===== src/core/smf_pkg.sv =====
// package: constants and types for the supply monitor flag logic
package smf_pkg;
	// register address on the special-function-register bus, and the register's reset value
	localparam logic [7:0] SMF_CTRL_ADDR   = 8'hDF;
	localparam logic [7:0] SMF_CTRL_RESET  = 8'hDE;
	// bit positions inside the control register
	localparam int         SMF_BIT_DOK     = 7;
	localparam int         SMF_BIT_AOK     = 6;
	localparam int         SMF_BIT_FLAG    = 5;
	localparam int         SMF_BIT_DTH_HI  = 4;
	localparam int         SMF_BIT_DTH_LO  = 3;
	localparam int         SMF_BIT_ATH_HI  = 2;
	localparam int         SMF_BIT_ATH_LO  = 1;
	localparam int         SMF_BIT_EN      = 0;
	// threshold codes, millivolt trip levels
	localparam logic [1:0] SMF_TH_4P63     = 2'h0;
	localparam logic [1:0] SMF_TH_3P08     = 2'h1;
	localparam logic [1:0] SMF_TH_2P93     = 2'h2;
	localparam logic [1:0] SMF_TH_2P63     = 2'h3;
	localparam int         SMF_MV_4P63     = 4630;
	localparam int         SMF_MV_3P08     = 3080;
	localparam int         SMF_MV_2P93     = 2930;
	localparam int         SMF_MV_2P63     = 2630;
	// timing: core clock and the slow timebase
	localparam int         SMF_CLK_HZ      = 250_000_000;
	localparam int         SMF_TB_HZ       = 32768;
	localparam int         SMF_HOLD_MS     = 250;
	// hold-off in timebase ticks (longest time, rounded down)
	localparam int         SMF_HOLD_TICKS  = (SMF_TB_HZ * SMF_HOLD_MS) / 1000;
	localparam int         SMF_HOLD_W      = 14;
	// glitch filter: consecutive equal samples needed to accept a level
	localparam int         SMF_FILT_NS     = 100;
	localparam int         SMF_FILT_CYC    = (SMF_FILT_NS * (SMF_CLK_HZ / 1_000_000)) / 1000;
	localparam int         SMF_FILT_W      = 8;
	localparam logic [SMF_HOLD_W-1:0] SMF_HOLD_ZERO = 14'h0000;
	localparam logic [SMF_FILT_W-1:0] SMF_FILT_ZERO = 8'h00;

	// hold-off states
	typedef enum logic [1:0] {
		SMF_IDLE = 2'b00,
		SMF_LOW  = 2'b01,
		SMF_HOLD = 2'b10
	} smf_state_t;

	// trip level in millivolts for a threshold code
	function automatic int smf_trip_mv(input logic [1:0] code);
		case (code)
			SMF_TH_4P63: smf_trip_mv = SMF_MV_4P63;
			SMF_TH_3P08: smf_trip_mv = SMF_MV_3P08;
			SMF_TH_2P93: smf_trip_mv = SMF_MV_2P93;
			default:     smf_trip_mv = SMF_MV_2P63;
		endcase
	endfunction : smf_trip_mv
endpackage : smf_pkg


===== src/core/smf_cmp_if.sv =====
// interface: filtered comparator levels between the filters and the control core
interface smf_cmp_if;
	logic raw;
	logic ok;
	modport filt (input raw, output ok);
	modport core (output raw, input ok);
endinterface : smf_cmp_if


===== src/core/smf_glitch_filter.sv =====
// glitch filter: a comparator level is accepted after a run of equal samples
module smf_glitch_filter
	import smf_pkg::*;
(
	// clock and reset
	input  wire logic clk,
	input  wire logic nrst,
	// comparator path
	smf_cmp_if.filt   cmp
);
	typedef struct packed {
		logic                  ok;
		logic [SMF_FILT_W-1:0] cnt;
	} smf_filt_t;

	smf_filt_t s_q;
	smf_filt_t s_d;

	// count while raw differs from the accepted level; any agreement restarts
	always_comb begin
		s_d = s_q;
		if (cmp.raw == s_q.ok) begin
			s_d.cnt = SMF_FILT_ZERO;
		end else if (s_q.cnt == SMF_FILT_W'(SMF_FILT_CYC - 1)) begin
			s_d.ok  = cmp.raw;
			s_d.cnt = SMF_FILT_ZERO;
		end else begin
			s_d.cnt = s_q.cnt + SMF_FILT_W'(1);
		end
	end

	// resets to ok so a disabled monitor reads supplies as high
	always_ff @(posedge clk or negedge nrst) begin
		if (!nrst) begin
			s_q <= '{ok: 1'b1, cnt: SMF_FILT_ZERO};
		end else begin
			s_q <= s_d;
		end
	end

	assign cmp.ok = s_q.ok;
endmodule : smf_glitch_filter


===== src/core/smf_supply_monitor.sv =====
// top: supply monitor control register, low-supply flag and hold-off timer
//
// Contract
// - monitor active only while enable bit set
// - bits 7,6 read live comparator levels
// - either comparator low sets low-supply flag
// - both high for 250 ms clears flag
// - software clear ignored while supply low
// - digital threshold field bits 4:3 selects trip
// - analog threshold field bits 2:1 same encoding
// - interrupt only when core enable bit set
// - glitches filtered before setting the flag
// - control register resets to 0xDE
// - low-supply interrupt clears watchdog enable
module smf_supply_monitor
	import smf_pkg::*;
(
	// clock and reset
	input  wire logic       clk,
	input  wire logic       nrst,
	// special-function-register bus
	input  wire logic [7:0] sfr_addr,
	input  wire logic       sfr_wr,
	input  wire logic       sfr_rd,
	input  wire logic [7:0] sfr_wdata,
	output logic      [7:0] sfr_rdata,
	output logic            sfr_hit,
	// analog comparators, high when the supply is above its trip level
	input  wire logic       digital_cmp_raw,
	input  wire logic       analog_cmp_raw,
	output logic      [1:0] digital_trip_sel,
	output logic      [1:0] analog_trip_sel,
	output logic            comparators_on,
	// always-running 32.768 kHz timebase, sampled level
	input  wire logic       timebase_32k,
	// core interrupt enable and request
	input  wire logic       secondary_interrupt_enable_priority,
	output logic            low_supply_irq,
	// watchdog enable clear request, one cycle
	output logic            watchdog_enable_clr
);
	import smf_pkg::*;

	typedef struct packed {
		logic            monitor_enable;
		logic [1:0]      digital_threshold;
		logic [1:0]      analog_threshold;
		logic            low_supply_flag;
		smf_state_t      state;
		logic [SMF_HOLD_W-1:0] hold_cnt;
		logic [7:0]      rdata;
		logic            hit;
		logic            irq;
		logic            wd_clr;
	} smf_top_t;

	smf_top_t   s_q;
	smf_top_t   s_d;
	smf_cmp_if  dig_if ();
	smf_cmp_if  ana_if ();
	logic       tb_tick;
	logic       digital_supply_ok;
	logic       analog_supply_ok;
	logic       any_low;
	logic       sel;
	logic [7:0] ctrl_view;

	// comparator inputs pass through the glitch filters
	assign dig_if.raw = digital_cmp_raw;
	assign ana_if.raw = analog_cmp_raw;

	smf_glitch_filter u_dig_filt (
		.clk  (clk),
		.nrst (nrst),
		.cmp  (dig_if.filt)
	);

	smf_glitch_filter u_ana_filt (
		.clk  (clk),
		.nrst (nrst),
		.cmp  (ana_if.filt)
	);

	smf_timebase u_tb (
		.clk      (clk),
		.nrst     (nrst),
		.tb_level (timebase_32k),
		.tb_tick  (tb_tick)
	);

	// disabled monitor reads both supplies high and never flags
	assign digital_supply_ok = dig_if.ok | ~s_q.monitor_enable;
	assign analog_supply_ok  = ana_if.ok | ~s_q.monitor_enable;
	assign any_low           = ~digital_supply_ok | ~analog_supply_ok;
	assign sel               = (sfr_addr == SMF_CTRL_ADDR);

	// register view with live comparator bits
	always_comb begin
		ctrl_view                 = 8'h00;
		ctrl_view[SMF_BIT_DOK]    = digital_supply_ok;
		ctrl_view[SMF_BIT_AOK]    = analog_supply_ok;
		ctrl_view[SMF_BIT_FLAG]   = s_q.low_supply_flag;
		ctrl_view[SMF_BIT_DTH_HI] = s_q.digital_threshold[1];
		ctrl_view[SMF_BIT_DTH_LO] = s_q.digital_threshold[0];
		ctrl_view[SMF_BIT_ATH_HI] = s_q.analog_threshold[1];
		ctrl_view[SMF_BIT_ATH_LO] = s_q.analog_threshold[0];
		ctrl_view[SMF_BIT_EN]     = s_q.monitor_enable;
	end

	// register writes, flag, hold-off sequencing and outputs
	always_comb begin
		s_d        = s_q;
		s_d.hit    = 1'b0;
		s_d.wd_clr = 1'b0;

		// bus: one-cycle read answer, unmapped addresses read zero
		if (sfr_rd && sel) begin
			s_d.rdata = ctrl_view;
			s_d.hit   = 1'b1;
		end else if (sfr_rd) begin
			s_d.rdata = 8'h00;
		end

		// control writes; comparator bits are read-only
		if (sfr_wr && sel) begin
			s_d.hit               = 1'b1;
			s_d.monitor_enable    = sfr_wdata[SMF_BIT_EN];
			s_d.digital_threshold = {sfr_wdata[SMF_BIT_DTH_HI], sfr_wdata[SMF_BIT_DTH_LO]};
			s_d.analog_threshold  = {sfr_wdata[SMF_BIT_ATH_HI], sfr_wdata[SMF_BIT_ATH_LO]};
			// a clear only lands while supplies are good; set always lands
			if (sfr_wdata[SMF_BIT_FLAG] || !any_low) begin
				s_d.low_supply_flag = sfr_wdata[SMF_BIT_FLAG];
			end
		end

		// hold-off sequencer; the hardware set overrides any write
		case (s_q.state)
			SMF_IDLE: begin
				if (any_low) begin
					s_d.state = SMF_LOW;
				end
			end
			SMF_LOW: begin
				if (!any_low) begin
					s_d.state    = SMF_HOLD;
					s_d.hold_cnt = SMF_HOLD_ZERO;
				end
			end
			SMF_HOLD: begin
				if (any_low) begin
					s_d.state = SMF_LOW;
				end else if (tb_tick) begin
					// ticks come from the slow timebase, not the core clock
					if (s_q.hold_cnt == SMF_HOLD_W'(SMF_HOLD_TICKS - 1)) begin
						s_d.state           = SMF_IDLE;
						s_d.low_supply_flag = 1'b0;
					end else begin
						s_d.hold_cnt = s_q.hold_cnt + SMF_HOLD_W'(1);
					end
				end
			end
			default: begin
				s_d.state = SMF_IDLE;
			end
		endcase

		if (any_low) begin
			s_d.low_supply_flag = 1'b1;
		end

		// interrupt gated by the core enable; watchdog stop on its rise
		s_d.irq    = s_d.low_supply_flag & secondary_interrupt_enable_priority;
		s_d.wd_clr = s_d.irq & ~s_q.irq;
	end

	// reset value of the control register is 0xDE
	always_ff @(posedge clk or negedge nrst) begin
		if (!nrst) begin
			s_q.monitor_enable    <= SMF_CTRL_RESET[SMF_BIT_EN];
			s_q.digital_threshold <= {SMF_CTRL_RESET[SMF_BIT_DTH_HI], SMF_CTRL_RESET[SMF_BIT_DTH_LO]};
			s_q.analog_threshold  <= {SMF_CTRL_RESET[SMF_BIT_ATH_HI], SMF_CTRL_RESET[SMF_BIT_ATH_LO]};
			s_q.low_supply_flag   <= SMF_CTRL_RESET[SMF_BIT_FLAG];
			s_q.state             <= SMF_IDLE;
			s_q.hold_cnt          <= SMF_HOLD_ZERO;
			s_q.rdata             <= 8'h00;
			s_q.hit               <= 1'b0;
			s_q.irq               <= 1'b0;
			s_q.wd_clr            <= 1'b0;
		end else begin
			s_q <= s_d;
		end
	end

	// outputs straight from flip-flops
	assign sfr_rdata           = s_q.rdata;
	assign sfr_hit             = s_q.hit;
	assign digital_trip_sel    = s_q.digital_threshold;
	assign analog_trip_sel     = s_q.analog_threshold;
	assign comparators_on      = s_q.monitor_enable;
	assign low_supply_irq      = s_q.irq;
	assign watchdog_enable_clr = s_q.wd_clr;
endmodule : smf_supply_monitor


===== src/core/smf_timebase.sv =====
// timebase edge detector: one-cycle tick per rising edge of the slow clock
module smf_timebase
	import smf_pkg::*;
(
	// clock and reset
	input  wire logic clk,
	input  wire logic nrst,
	// slow timebase level in, tick out
	input  wire logic tb_level,
	output logic      tb_tick
);
	typedef struct packed {
		logic last;
		logic tick;
	} smf_tb_t;

	smf_tb_t s_q;
	smf_tb_t s_d;

	// timebase is sampled as synchronous; edge found against the last sample
	always_comb begin
		s_d      = s_q;
		s_d.last = tb_level;
		s_d.tick = tb_level & ~s_q.last;
	end

	always_ff @(posedge clk or negedge nrst) begin
		if (!nrst) begin
			s_q <= '{last: 1'b0, tick: 1'b0};
		end else begin
			s_q <= s_d;
		end
	end

	assign tb_tick = s_q.tick;
endmodule : smf_timebase

===== config.mk =====
export PLATFORM = sky130hd
export DESIGN_NAME = smf_supply_monitor
export DESIGN_NICKNAME = d
export VERILOG_FILES = /design/src/core/smf_pkg.sv /design/src/core/smf_cmp_if.sv /design/src/core/smf_glitch_filter.sv /design/src/core/smf_supply_monitor.sv /design/src/core/smf_timebase.sv
export SDC_FILE = /design/constraint.sdc
export NUM_CORES = 1
export LEC_CHECK = 0
export ABC_CLOCK_PERIOD_IN_PS = 1730
export BUFFER_PORTS_ARGS = -buffer_cell sky130_fd_sc_hd__buf_2
export CAP_MARGIN = 20
export CORE_MARGIN = 3
export CORE_UTILIZATION = 51
export DETAILED_ROUTE_END_ITERATION = 6
export PLACE_DENSITY_LB_ADDON = 0.3
export SETUP_SLACK_MARGIN = 0.2
export SLEW_MARGIN = 20
export SYNTH_ARGS = -nofsm -noshare
export SYNTH_HDL_FRONTEND = slang
export SYNTH_SLANG_ARGS = --single-unit

===== constraint.sdc =====
create_clock -name clk -period 1.73 [get_ports clk]
set_input_delay 0.0865 -clock clk [delete_from_list [all_inputs] [get_ports clk]]
set_output_delay 0.0865 -clock clk [all_outputs]
set_load 0.03 [all_outputs]

==> flow_metrics.py, run 1 <==
metrics = {
    "outcome": {
        "status": "finished with violations",
        "violations": "setup timing",
    },
    "power_and_ir_drop": {
        "ir_drop_mv": 0.464,
        "comb_power_share_pct": 19.6,
        "power.static_leakage_nw": 1.67,
        "netSwitchingFraction_pct": 27.3,
        "p_sw_mw": 0.757,
        "pwr-share-seq_pct": 49.8,
        "internal-power_mw": 2.01,
        "p_per_area_nw_per_um2": 779,
        "clockPowerShare_pct": 30.6,
    },
    "cells_and_area": {
        "final_common_cell": "dfrtp_1",
        "nets": 347,
        "final_cells": 386,
        "layout_common_cells": "46 x dfrtp_1, 40 x buf_4, 37 x buf_2",
        "syn2layout_area_growth_pct": 35.6,
        "drive_gt1_share_pct": 46.4,
        "diodes": 0,
    },
    "setup_path": {
        "crit_required_ps": 1900,
        "worstSetupEndpointType": "flop",
        "crit_path_start_kind": "flop",
        "crit_type": "reg2reg",
        "crit_fanout": 5,
        "crit_arrival_ps": 1940,
    },
    "route": {
        "drt-total-wl_um": 5980,
        "drc": 0,
        "wire_per_inst_um": 15.5,
        "via_per_inst": 5.54,
        "ant_nets": 0,
        "drt-initial-drc-count": 91,
        "num_vias": 2137,
        "drtPass1Iterations": 4,
    },
    "run": {
        "maxCapViolations": 0,
    },
    "clock_network": {
        "htreeDepth": 2,
        "cts_root_buffer": "clkbuf_8",
        "insertion_delay_ps": 300,
        "numCtsBuffers": 5,
        "cts.sinks": 53,
        "cts_tree": "yes",
        "clk_pin_slew_ps": 90,
        "clk_path_buf_depth": 2,
    },
    "synth": {
        "synthesis.nets": 270,
        "avgSynthCellArea_um2": 10.9,
        "synth_area_um2": 2620,
        "yosys_register_bits": 53,
        "synth_largest_area_cell": "dfrtp_1",
        "synth-edff-count": 0,
        "synth_top_area_share_pct": 44.8,
        "yosys-top-cells-area": "dfrtp_1 45%, dfstp_2 6.0%, buf_4 3.4%",
        "synthFlopType": "dfrtp_1",
        "ys_types": 51,
        "synth-seq-area-share_pct": 50.9,
        "postSynthCellCount": 241,
        "synthArstFlopShare_pct": 100,
        "ys_warn_count": 0,
    },
    "sta": {
        "relSlewSlack_pct": 70.0,
        "skew_ps": 10.2,
        "rsz0062_at_grt": "yes",
        "tns_ps": -78.1,
        "fin_crit_ps": 1760,
        "fmax_ghz": 0.567,
        "worst_pin_slew_ps": 449,
        "holdWs_ps": 14.0,
        "fin_crit_sh_pct": 102,
        "setup_violations": 6,
        "hold_viol": 0,
        "fin_ws_ps": -34.2,
        "finalMaxSlewViolations": 0,
    },
    "die": {
        "num_io_pins": 40,
        "coreArea_um2": 4850,
        "core.rowCount": 25,
        "die-area_um2": 6040,
        "die_w_um": 77.7,
        "fp.dieH_um": 77.7,
        "initial_core_util_pct": 54.1,
    },
    "grt": {
        "grt_max_degree": 21,
        "grt_pass1_wl_um": 9770,
        "grt_use_total_pct": 20.2,
        "gr-total-overflow": 0,
        "antenna_found_initial": 0,
        "grt_pass1_vias": 2140,
    },
    "placement": {
        "dp_cells": 370,
        "gp_congestion": 0.840,
        "dp_hpwl_um": 3990,
        "port_buffers": 37,
    },
    "min_path": {
        "min_path_type": "in2reg",
    },
}
-- cell usage after synthesis (all sizes together), types with 3 or more instances --
| master | number |
|---|---|
| nor3 | 8 |
| xor2 | 8 |
| or3 | 3 |
| o31ai | 3 |
| o21ai | 6 |
| or4 | 4 |
| ha | 5 |
| nand4 | 5 |
| mux2 | 8 |
| inv | 9 |
| buf | 14 |
| a22o | 8 |
| nand2b | 5 |
| nand3 | 12 |
| a21oi | 8 |
| a21boi | 3 |
| nor2 | 19 |
| a211o | 3 |
| dfstp | 6 |
| xnor2 | 4 |
| nor4 | 7 |
| a31oi | 3 |
| dfrtp | 47 |
| and3 | 4 |
| nand2 | 10 |
-- cell families (layout without fill, tap and decap cells) --
logic type | count (synthesis) | count (layout) | share of synthesized area (%)
mux | 10 | 10 | 4.20
fa+ha+maj | 5 | 5 | 2.39
buf+inv | 26 | 104 | 5.53
xor+xnor | 12 | 12 | 4.01
flops | 53 | 53 | 50.9
compound gates | 48 | 48 | 13.9
simple gates | 87 | 87 | 19.1
-- power groups by stage --
stage	Clock, mW	Sequential, mW	Combinational, mW
2_1_floorplan	0	1.41	0.223
3_3_place_gp	0	1.39	0.440
3_5_place_dp	0	1.40	0.445
4_1_cts	0.866	1.38	0.493
5_1_grt	0.920	1.39	0.586
6_report	0.847	1.38	0.543
-- final cells by class --
type	instances	area (um2)
Clock buffer	5	68.8
Tap cell	67	83.8
Clock inverter	3	43.8
Fill cell	323	1290
Sequential cell	53	1340
Timing Repair Buffer	86	584
Inverter	10	37.5
Multi-Input combinational cell	162	1400
-- sequential cells by signal, indices dropped and copies added (netlist names), 2 cells and up --
| name | cells |
|---|---|
| u_dig_filt.s_q | 8 |
| s_q | 16 |
| analog_trip_sel | 2 |
| digital_trip_sel | 2 |
| sfr_rdata | 8 |
| u_ana_filt.s_q | 8 |
-- critical path: stages, from the launching register on --
cell      delay, ps
dfrtp_1         400
ha_4            160
nand3_4          90
or4_4           600
o31ai_4         310
a211oi_1         80
-- metal layers --
layer / vias up / track usage (%) / wire [um]
li1: 1021 / - / -
met1: 1068 / 25.6 / 2530
met2: 43 / 35.5 / 3180
met3: 5 / 3.13 / 220
met4: 0 / 5.87 / 45
met5: - / 0 / 0
-- through the flow --
stage	util [%]	area (um2)	total power, mW	worst slack [ps]
finish	73.4	3560	2.77	-34.2
global route	73.4	3560	2.89	-104
CTS	69.8	3390	2.74	2.81
detailed placement	64.7	3140	1.84	-29.0
global placement	64.7	3140	1.83	-12.3
floorplan	-	2680	1.63	-23.1
-- repair_timing --
item                       in CTS  in global routing
hold endpoints to repair       17                  0
hold buffers                    2                  0
pin swaps                      12                  9
gates resized for setup        20                 30
setup endpoints to repair      27                 32
buffers inserted                3                  3
-- final timing paths --
check / slack, ps / cells past startpoint / start / endpoint
worst min register to register: 410 / 1 / u_tb.s_q[1]$_DFF_PN0_ / u_tb.tb_tick$_DFF_PN0_
max in group asynchronous: 820 / 3 / nrst / u_dig_filt.cmp.ok$_DFFE_PN1P_
min in group asynchronous: 250 / 2 / nrst / u_ana_filt.s_q[2]$_DFF_PN0_
worst max register to register: -30 / 5 / s_q[12]$_DFFE_PN0P_ / watchdog_enable_clr$_DFF_PN0_
worst min-delay path: 10 / 2 / sfr_wdata[1] / analog_trip_sel[0]$_DFFE_PN1P_
worst max-delay path: -30 / 5 / s_q[12]$_DFFE_PN0P_ / watchdog_enable_clr$_DFF_PN0_
Power figures use the tool's default switching activity.
==> run 2, diff against run 1 <==
--- a/config.mk
+++ b/config.mk
@@ -8,9 +8,10 @@
 export ABC_CLOCK_PERIOD_IN_PS = 1730
 export BUFFER_PORTS_ARGS = -buffer_cell sky130_fd_sc_hd__buf_2
 export CAP_MARGIN = 20
-export CORE_MARGIN = 3
+export CORE_MARGIN = 2
 export CORE_UTILIZATION = 51
 export DETAILED_ROUTE_END_ITERATION = 6
+export HOLD_SLACK_MARGIN = 0.08
 export PLACE_DENSITY_LB_ADDON = 0.3
 export SETUP_SLACK_MARGIN = 0.2
 export SLEW_MARGIN = 20
==> run 2 against run 1 <==
  * The flow still finishes with violations (setup timing)
  * Global-route usage up 0.22 points
  * Register-to-register slack barely moved
  * Design area is 1.2% higher
  * Critical path depth stayed put
  * Clock skew increased by 0.82 ps
  * Setup slack gained 7.8 ps
  * Utilization down 2.0 points
  * Die area shrank 5.1%
  * Critical path type unchanged
  * Largest cell class unchanged
  * Largest power group unchanged
==> flow_metrics.py, run 2 (synthesis gave the netlist of run 1 again) <==
metrics = {
    "grt": {
        "grt_busiest_layer": "met2",
        "grt_pass1_vias": 2060,
        "gr-total-overflow": 0,
        "use_met2_pct": 35.1,
        "grt_util_met1_pct": 26.6,
        "grt_max_degree": 54,
        "grt_use_total_pct": 20.4,
        "grt_pass1_wl_um": 8970,
        "met3_usage_pct": 3.57,
        "antenna_found_initial": 0,
    },
    "placement": {
        "gp_congestion": 0.794,
        "dp_hpwl_um": 3740,
        "port_buffers": 37,
        "pre_cts_ws_ps": -53.1,
    },
    "die": {
        "num_io_pins": 40,
        "die_w_um": 75.7,
        "coreArea_um2": 5040,
        "fp.dieH_um": 75.7,
        "die-area_um2": 5730,
        "initial_core_util_pct": 52.0,
        "core.rowCount": 26,
    },
    "power_and_ir_drop": {
        "clockPowerShare_pct": 28.4,
        "p_per_area_nw_per_um2": 742,
        "power.static_leakage_nw": 1.67,
        "ir_drop_mv": 0.374,
        "p_sw_mw": 0.785,
        "pwr-share-seq_pct": 51.6,
        "internal-power_mw": 1.89,
        "netSwitchingFraction_pct": 29.4,
        "comb_power_share_pct": 19.9,
    },
    "run": {
        "maxCapViolations": 0,
    },
    "clock_network": {
        "htreeDepth": 2,
        "clk_path_buf_depth": 2,
        "insertion_delay_ps": 310,
        "cts_tree": "yes",
        "cts_root_buffer": "clkbuf_8",
        "clk_pin_slew_ps": 110,
        "cts.sinks": 53,
        "numCtsBuffers": 5,
    },
    "sta": {
        "worst_pin_slew_ps": 456,
        "hold_viol": 0,
        "fin_crit_sh_pct": 102,
        "rsz0062_at_grt": "yes",
        "skew_ps": 11.0,
        "setup_violations": 6,
        "finalMaxSlewViolations": 0,
        "relSlewSlack_pct": 69.4,
        "fin_ws_ps": -26.4,
        "fmax_ghz": 0.569,
        "holdWs_ps": 83.6,
        "fin_crit_ps": 1760,
    },
    "cells_and_area": {
        "largest_register": "s_q",
        "drive_gt1_share_pct": 46.1,
        "layout_common_cells": "45 x dfrtp_1, 37 x buf_2, 34 x buf_4",
        "syn2layout_area_growth_pct": 37.3,
        "nFillCells": 334,
        "nets": 351,
        "final_util_pct": 71.4,
        "largest_reg_flops": 16,
        "diodes": 0,
        "final_common_cell": "dfrtp_1",
    },
    "outcome": {
        "violations": "setup timing",
        "status": "finished with violations",
    },
    "route": {
        "wire_per_inst_um": 14.7,
        "drc": 0,
        "drt-total-wl_um": 5790,
        "drt-initial-drc-count": 123,
        "drtPass1Iterations": 4,
        "via_per_inst": 5.56,
        "ant_nets": 0,
        "num_vias": 2185,
    },
    "setup_path": {
        "crit_type": "reg2reg",
        "r2r_cells": 5,
        "worstSetupEndpointType": "flop",
        "slowest_stage": "or4_4",
        "cp_cell_sequence": "ha_4 -> nand3_4 -> or4_4 -> o31ai_2 -> a211oi_1",
        "rr_endpoint": "watchdog_enable_clr$_DFF_PN0_",
        "cp-startpoint": "s_q[11]$_DFFE_PN0P_",
        "reg2reg_from": "s_q[11]$_DFFE_PN0P_",
        "crit_arrival_ps": 1960,
        "crit_fanout": 5,
        "crit_required_ps": 1930,
        "cpPeakStageDelay_ps": 590,
        "crit_path_start_kind": "flop",
        "rrSetupSlack_ps": -30,
    },
    "min_path": {
        "min_path_type": "in2reg",
        "hold_depth": 3,
        "min-delay-start": "sfr_addr[0]",
        "min_to": "sfr_hit$_DFF_PN0_",
    },
}
run 2: cell count changes in the layout (fill, tap and decap cells not counted), sizes merged:
cell / change
buf: -4
dlygate4sd3: +8
bufinv: -1
inv: +1
run 2: power by group through the flow:
| stage | Sequential [mW] | Combinational (mW) | Clock (mW) |
|---|---|---|---|
| floorplan | 1.41 | 0.223 | 0 |
| global placement | 1.40 | 0.431 | 0 |
| detailed placement | 1.40 | 0.440 | 0 |
| CTS | 1.37 | 0.514 | 0.772 |
| global route | 1.39 | 0.581 | 0.834 |
| finish | 1.38 | 0.533 | 0.759 |
run 2: worst max-delay path by stage:
stage | slack (ps) | cells past startpoint | to
after floorplan | -20 | 5 | s_q[23]$_DFFE_PN0P_
after global placement | -7 | 5 | s_q[11]$_DFFE_PN0P_
after detailed placement | -50 | 6 | s_q[19]$_DFFE_PN0P_
final | -30 | 5 | watchdog_enable_clr$_DFF_PN0_
after CTS | -30 | 5 | watchdog_enable_clr$_DFF_PN0_
after global routing | -90 | 5 | watchdog_enable_clr$_DFF_PN0_
run 2: layout make-up:
| class | instances | area [um2] | share of cell area (%) |
|---|---|---|---|
| well taps | 70 | 87.6 | 2.43 |
| clock buffers | 5 | 68.8 | 1.91 |
| repair buffers | 90 | 651 | 18.1 |
| multi-input cells | 162 | 1390 | 38.6 |
| clock inverters | 3 | 28.8 | 0.799 |
| flip-flops and latches | 53 | 1340 | 37.1 |
| inverters | 10 | 37.5 | 1.04 |
run 2: repair_timing:
item / 4_1_cts / 5_1_grt
endpoints found under the setup margin: 27 / 32
endpoints found under the hold margin: 64 / 0
resized for setup: 33 / 21
buffers inserted: 2 / 2
pin swaps: 12 / 11
hold buffers: 10 / 0
run 2: layer usage:
metal / part of all wire (%) / vias to the layer above
met1: 44 / 1072
met2: 51 / 65
met5: 0 / -
met3: 4.3 / 12
met4: 1.2 / 0
li1: - / 1036
run 2: critical path, delay by kind of cell (launching register included):
kind                       cells  cell delay [ps]
AOI/OAI and AO/OA              2              390
adders and majority gates      1              160
DFF                            1              410
and+or+nand+nor                2              690
run 2: stage by stage:
step / instance area, um2 / setup TNS (ps) / std cells / power [mW]
6_report: 3600 / -103 / 393 / 2.67
5_1_grt: 3600 / -925 / 393 / 2.81
4_1_cts: 3500 / -106 / 391 / 2.66
3_5_place_dp: 3140 / -208 / 371 / 1.84
3_3_place_gp: 3140 / -12.1 / 371 / 1.83
2_1_floorplan: 2680 / -23.1 / 241 / 1.63
==> run 3, diff against run 2 <==
--- a/config.mk
+++ b/config.mk
@@ -8,12 +8,14 @@
 export ABC_CLOCK_PERIOD_IN_PS = 1730
 export BUFFER_PORTS_ARGS = -buffer_cell sky130_fd_sc_hd__buf_2
 export CAP_MARGIN = 20
-export CORE_MARGIN = 2
+export CORE_MARGIN = 10
 export CORE_UTILIZATION = 51
 export DETAILED_ROUTE_END_ITERATION = 6
 export HOLD_SLACK_MARGIN = 0.08
 export PLACE_DENSITY_LB_ADDON = 0.3
+export RECOVER_POWER = 100
 export SETUP_SLACK_MARGIN = 0.2
+export SKIP_LAST_GASP = 1
 export SLEW_MARGIN = 20
 export SYNTH_ARGS = -nofsm -noshare
 export SYNTH_HDL_FRONTEND = slang
==> run 3 against run 2 <==
  * Largest cell class is now sequential cells
  * Highest routed layer unchanged
  * Utilization down 1.3 points
  * Register-to-register slack lost 40 ps
  * The flow still finishes with violations (setup timing)
  * Global-route usage decreased by 5.8 points
  * Critical path depth stayed put
  * Power fell by 1.9%
  * Sequential share of layout area up 0.66 points
==> flow_metrics.py, run 3 (synthesis gave the netlist of run 1 again) <==
metrics = {
    "placement": {
        "dp_cells": 377,
        "port_buffers": 37,
        "pre_cts_ws_ps": -25.8,
        "gp_congestion": 0.849,
        "dp_hpwl_um": 4170,
        "place_area_um2": 3180,
    },
    "min_path": {
        "min_path_type": "in2reg",
        "min_to": "sfr_hit$_DFF_PN0_",
        "hold_depth": 3,
        "min-delay-start": "sfr_addr[0]",
    },
    "route": {
        "num_vias": 2219,
        "ant_nets": 0,
        "drtPass1Iterations": 5,
        "wire_per_inst_um": 15.1,
        "drt-total-wl_um": 6120,
        "drc": 0,
        "drt-initial-drc-count": 127,
        "via_per_inst": 5.47,
    },
    "setup_path": {
        "rr_endpoint": "s_q[23]$_DFFE_PN0P_",
        "cpPeakStageDelay_ps": 600,
        "rrSetupSlack_ps": -60,
        "crit_fanout": 5,
        "r2r_cells": 5,
        "slowest_stage": "or4_4",
        "crit_path_start_kind": "flop",
        "crit_required_ps": 1930,
        "crit_arrival_ps": 1990,
        "reg2reg_from": "s_q[11]$_DFFE_PN0P_",
        "crit_type": "reg2reg",
        "worstSetupEndpointType": "flop",
        "cp_cell_sequence": "ha_4 -> nand3_4 -> or4_4 -> and3_4 -> a211o_1",
    },
    "die": {
        "num_io_pins": 40,
        "die-area_um2": 8410,
        "core.rowCount": 26,
        "fp.dieH_um": 91.7,
        "die_w_um": 91.7,
        "coreArea_um2": 5040,
        "initial_core_util_pct": 52.0,
    },
    "power_and_ir_drop": {
        "p_per_area_nw_per_um2": 742,
        "clockPowerShare_pct": 26.8,
        "power.static_leakage_nw": 1.63,
        "pwr-share-seq_pct": 52.5,
        "total_power_mw": 2.62,
        "netSwitchingFraction_pct": 28.3,
        "internal-power_mw": 1.88,
        "comb_power_share_pct": 20.7,
        "p_sw_mw": 0.742,
        "ir_drop_mv": 0.473,
    },
    "grt": {
        "antenna_found_initial": 0,
        "grt_max_degree": 30,
        "gr-total-overflow": 0,
        "grt_use_total_pct": 14.6,
        "grt_pass1_wl_um": 10500,
        "grt_pass1_vias": 2262,
    },
    "sta": {
        "relSlewSlack_pct": 13.1,
        "hold_viol": 0,
        "fin_crit_sh_pct": 104,
        "finalMaxSlewViolations": 0,
        "skew_ps": 5.78,
        "rsz0062_at_grt": "yes",
        "worst_pin_slew_ps": 1300,
        "fmax_ghz": 0.557,
        "fin_crit_ps": 1790,
        "fin_ws_ps": -63.8,
        "setup_violations": 1,
    },
    "outcome": {
        "status": "finished with violations",
        "violations": "setup timing",
    },
    "cells_and_area": {
        "final_common_cell": "dfrtp_1",
        "nFillCells": 362,
        "largest_register": "s_q",
        "nets": 364,
        "layout_common_cells": "46 x dfrtp_1, 41 x buf_4, 21 x clkbuf_1, 21 x buf_2, 18 x nor2_1",
        "final_cells": 406,
        "final_util_pct": 70.1,
        "largest_reg_flops": 16,
        "diodes": 0,
        "syn2layout_area_growth_pct": 34.7,
        "fin_area_um2": 3530,
        "drive_gt1_share_pct": 35.7,
    },
    "clock_network": {
        "insertion_delay_ps": 310,
        "cts_root_buffer": "clkbuf_8",
        "cts.sinks": 53,
        "cts_tree": "yes",
        "htreeDepth": 2,
        "clk_path_buf_depth": 2,
        "numCtsBuffers": 5,
        "clk_pin_slew_ps": 90,
    },
    "run": {
        "maxCapViolations": 0,
    },
}
run 3: worst max-delay path by stage:
stage	startpoint	endpoint	slack, ps
6_report	s_q[11]$_DFFE_PN0P_	s_q[23]$_DFFE_PN0P_	-60
5_1_grt	s_q[11]$_DFFE_PN0P_	s_q[23]$_DFFE_PN0P_	-90
4_1_cts	s_q[12]$_DFFE_PN0P_	watchdog_enable_clr$_DFF_PN0_	-10
3_5_place_dp	s_q[12]$_DFFE_PN0P_	s_q[22]$_DFFE_PN0P_	-30
3_3_place_gp	s_q[12]$_DFFE_PN0P_	s_q[22]$_DFFE_PN0P_	-4
2_1_floorplan	s_q[12]$_DFFE_PN0P_	s_q[23]$_DFFE_PN0P_	-20
run 3: metrics by stage:
stage / setup TNS (ps) / hold WS [ps]
detailed placement: -82.4 / 108
global route: -1260 / 132
CTS: -22.9 / 82.3
finish: -63.8 / 92.4
floorplan: -23.1 / -209
global placement: -6.23 / 107
run 3: routing by layer:
metal / vias to the layer above / global-route usage, % / share of wire (%)
li1: 1066 / - / -
met1: 1075 / 18.0 / 46
met2: 72 / 24.1 / 47
met3: 6 / 4.32 / 6.7
met4: 0 / 4.50 / 0.74
met5: - / 0 / 0
run 3: power groups by stage:
| stage | Sequential (mW) | Combinational [mW] | Clock, mW |
|---|---|---|---|
| 3_5_place_dp | 1.40 | 0.465 | 0 |
| 2_1_floorplan | 1.41 | 0.223 | 0 |
| 3_3_place_gp | 1.39 | 0.458 | 0 |
| 4_1_cts | 1.37 | 0.529 | 0.716 |
| 5_1_grt | 1.38 | 0.600 | 0.762 |
| 6_report | 1.38 | 0.543 | 0.702 |
run 3: area by class of cell:
class	instances	area [um2]	area share, %
repair buffers	103	708	20.0
multi-input cells	162	1280	36.2
clock buffers	6	72.6	2.05
well taps	70	87.6	2.48
flip-flops and latches	53	1340	37.8
inverters	10	37.5	1.06
clock inverters	2	13.8	0.390
run 3: worst max-delay path, delay by kind of cell (launching register included):
kind,cells,cell delay (ps)
DFF,1,420
and+or+nand+nor,3,870
AOI/OAI and AO/OA,1,220
adders and majority gates,1,170
run 3: what timing repair did:
action / in CTS / in global routing
setup endpoints to repair: 27 / 33
buffers inserted: 7 / 4
pin swaps: 17 / 17
hold buffers: 10 / 0
gates resized for setup: 26 / 10
endpoints found under the hold margin: 31 / 0
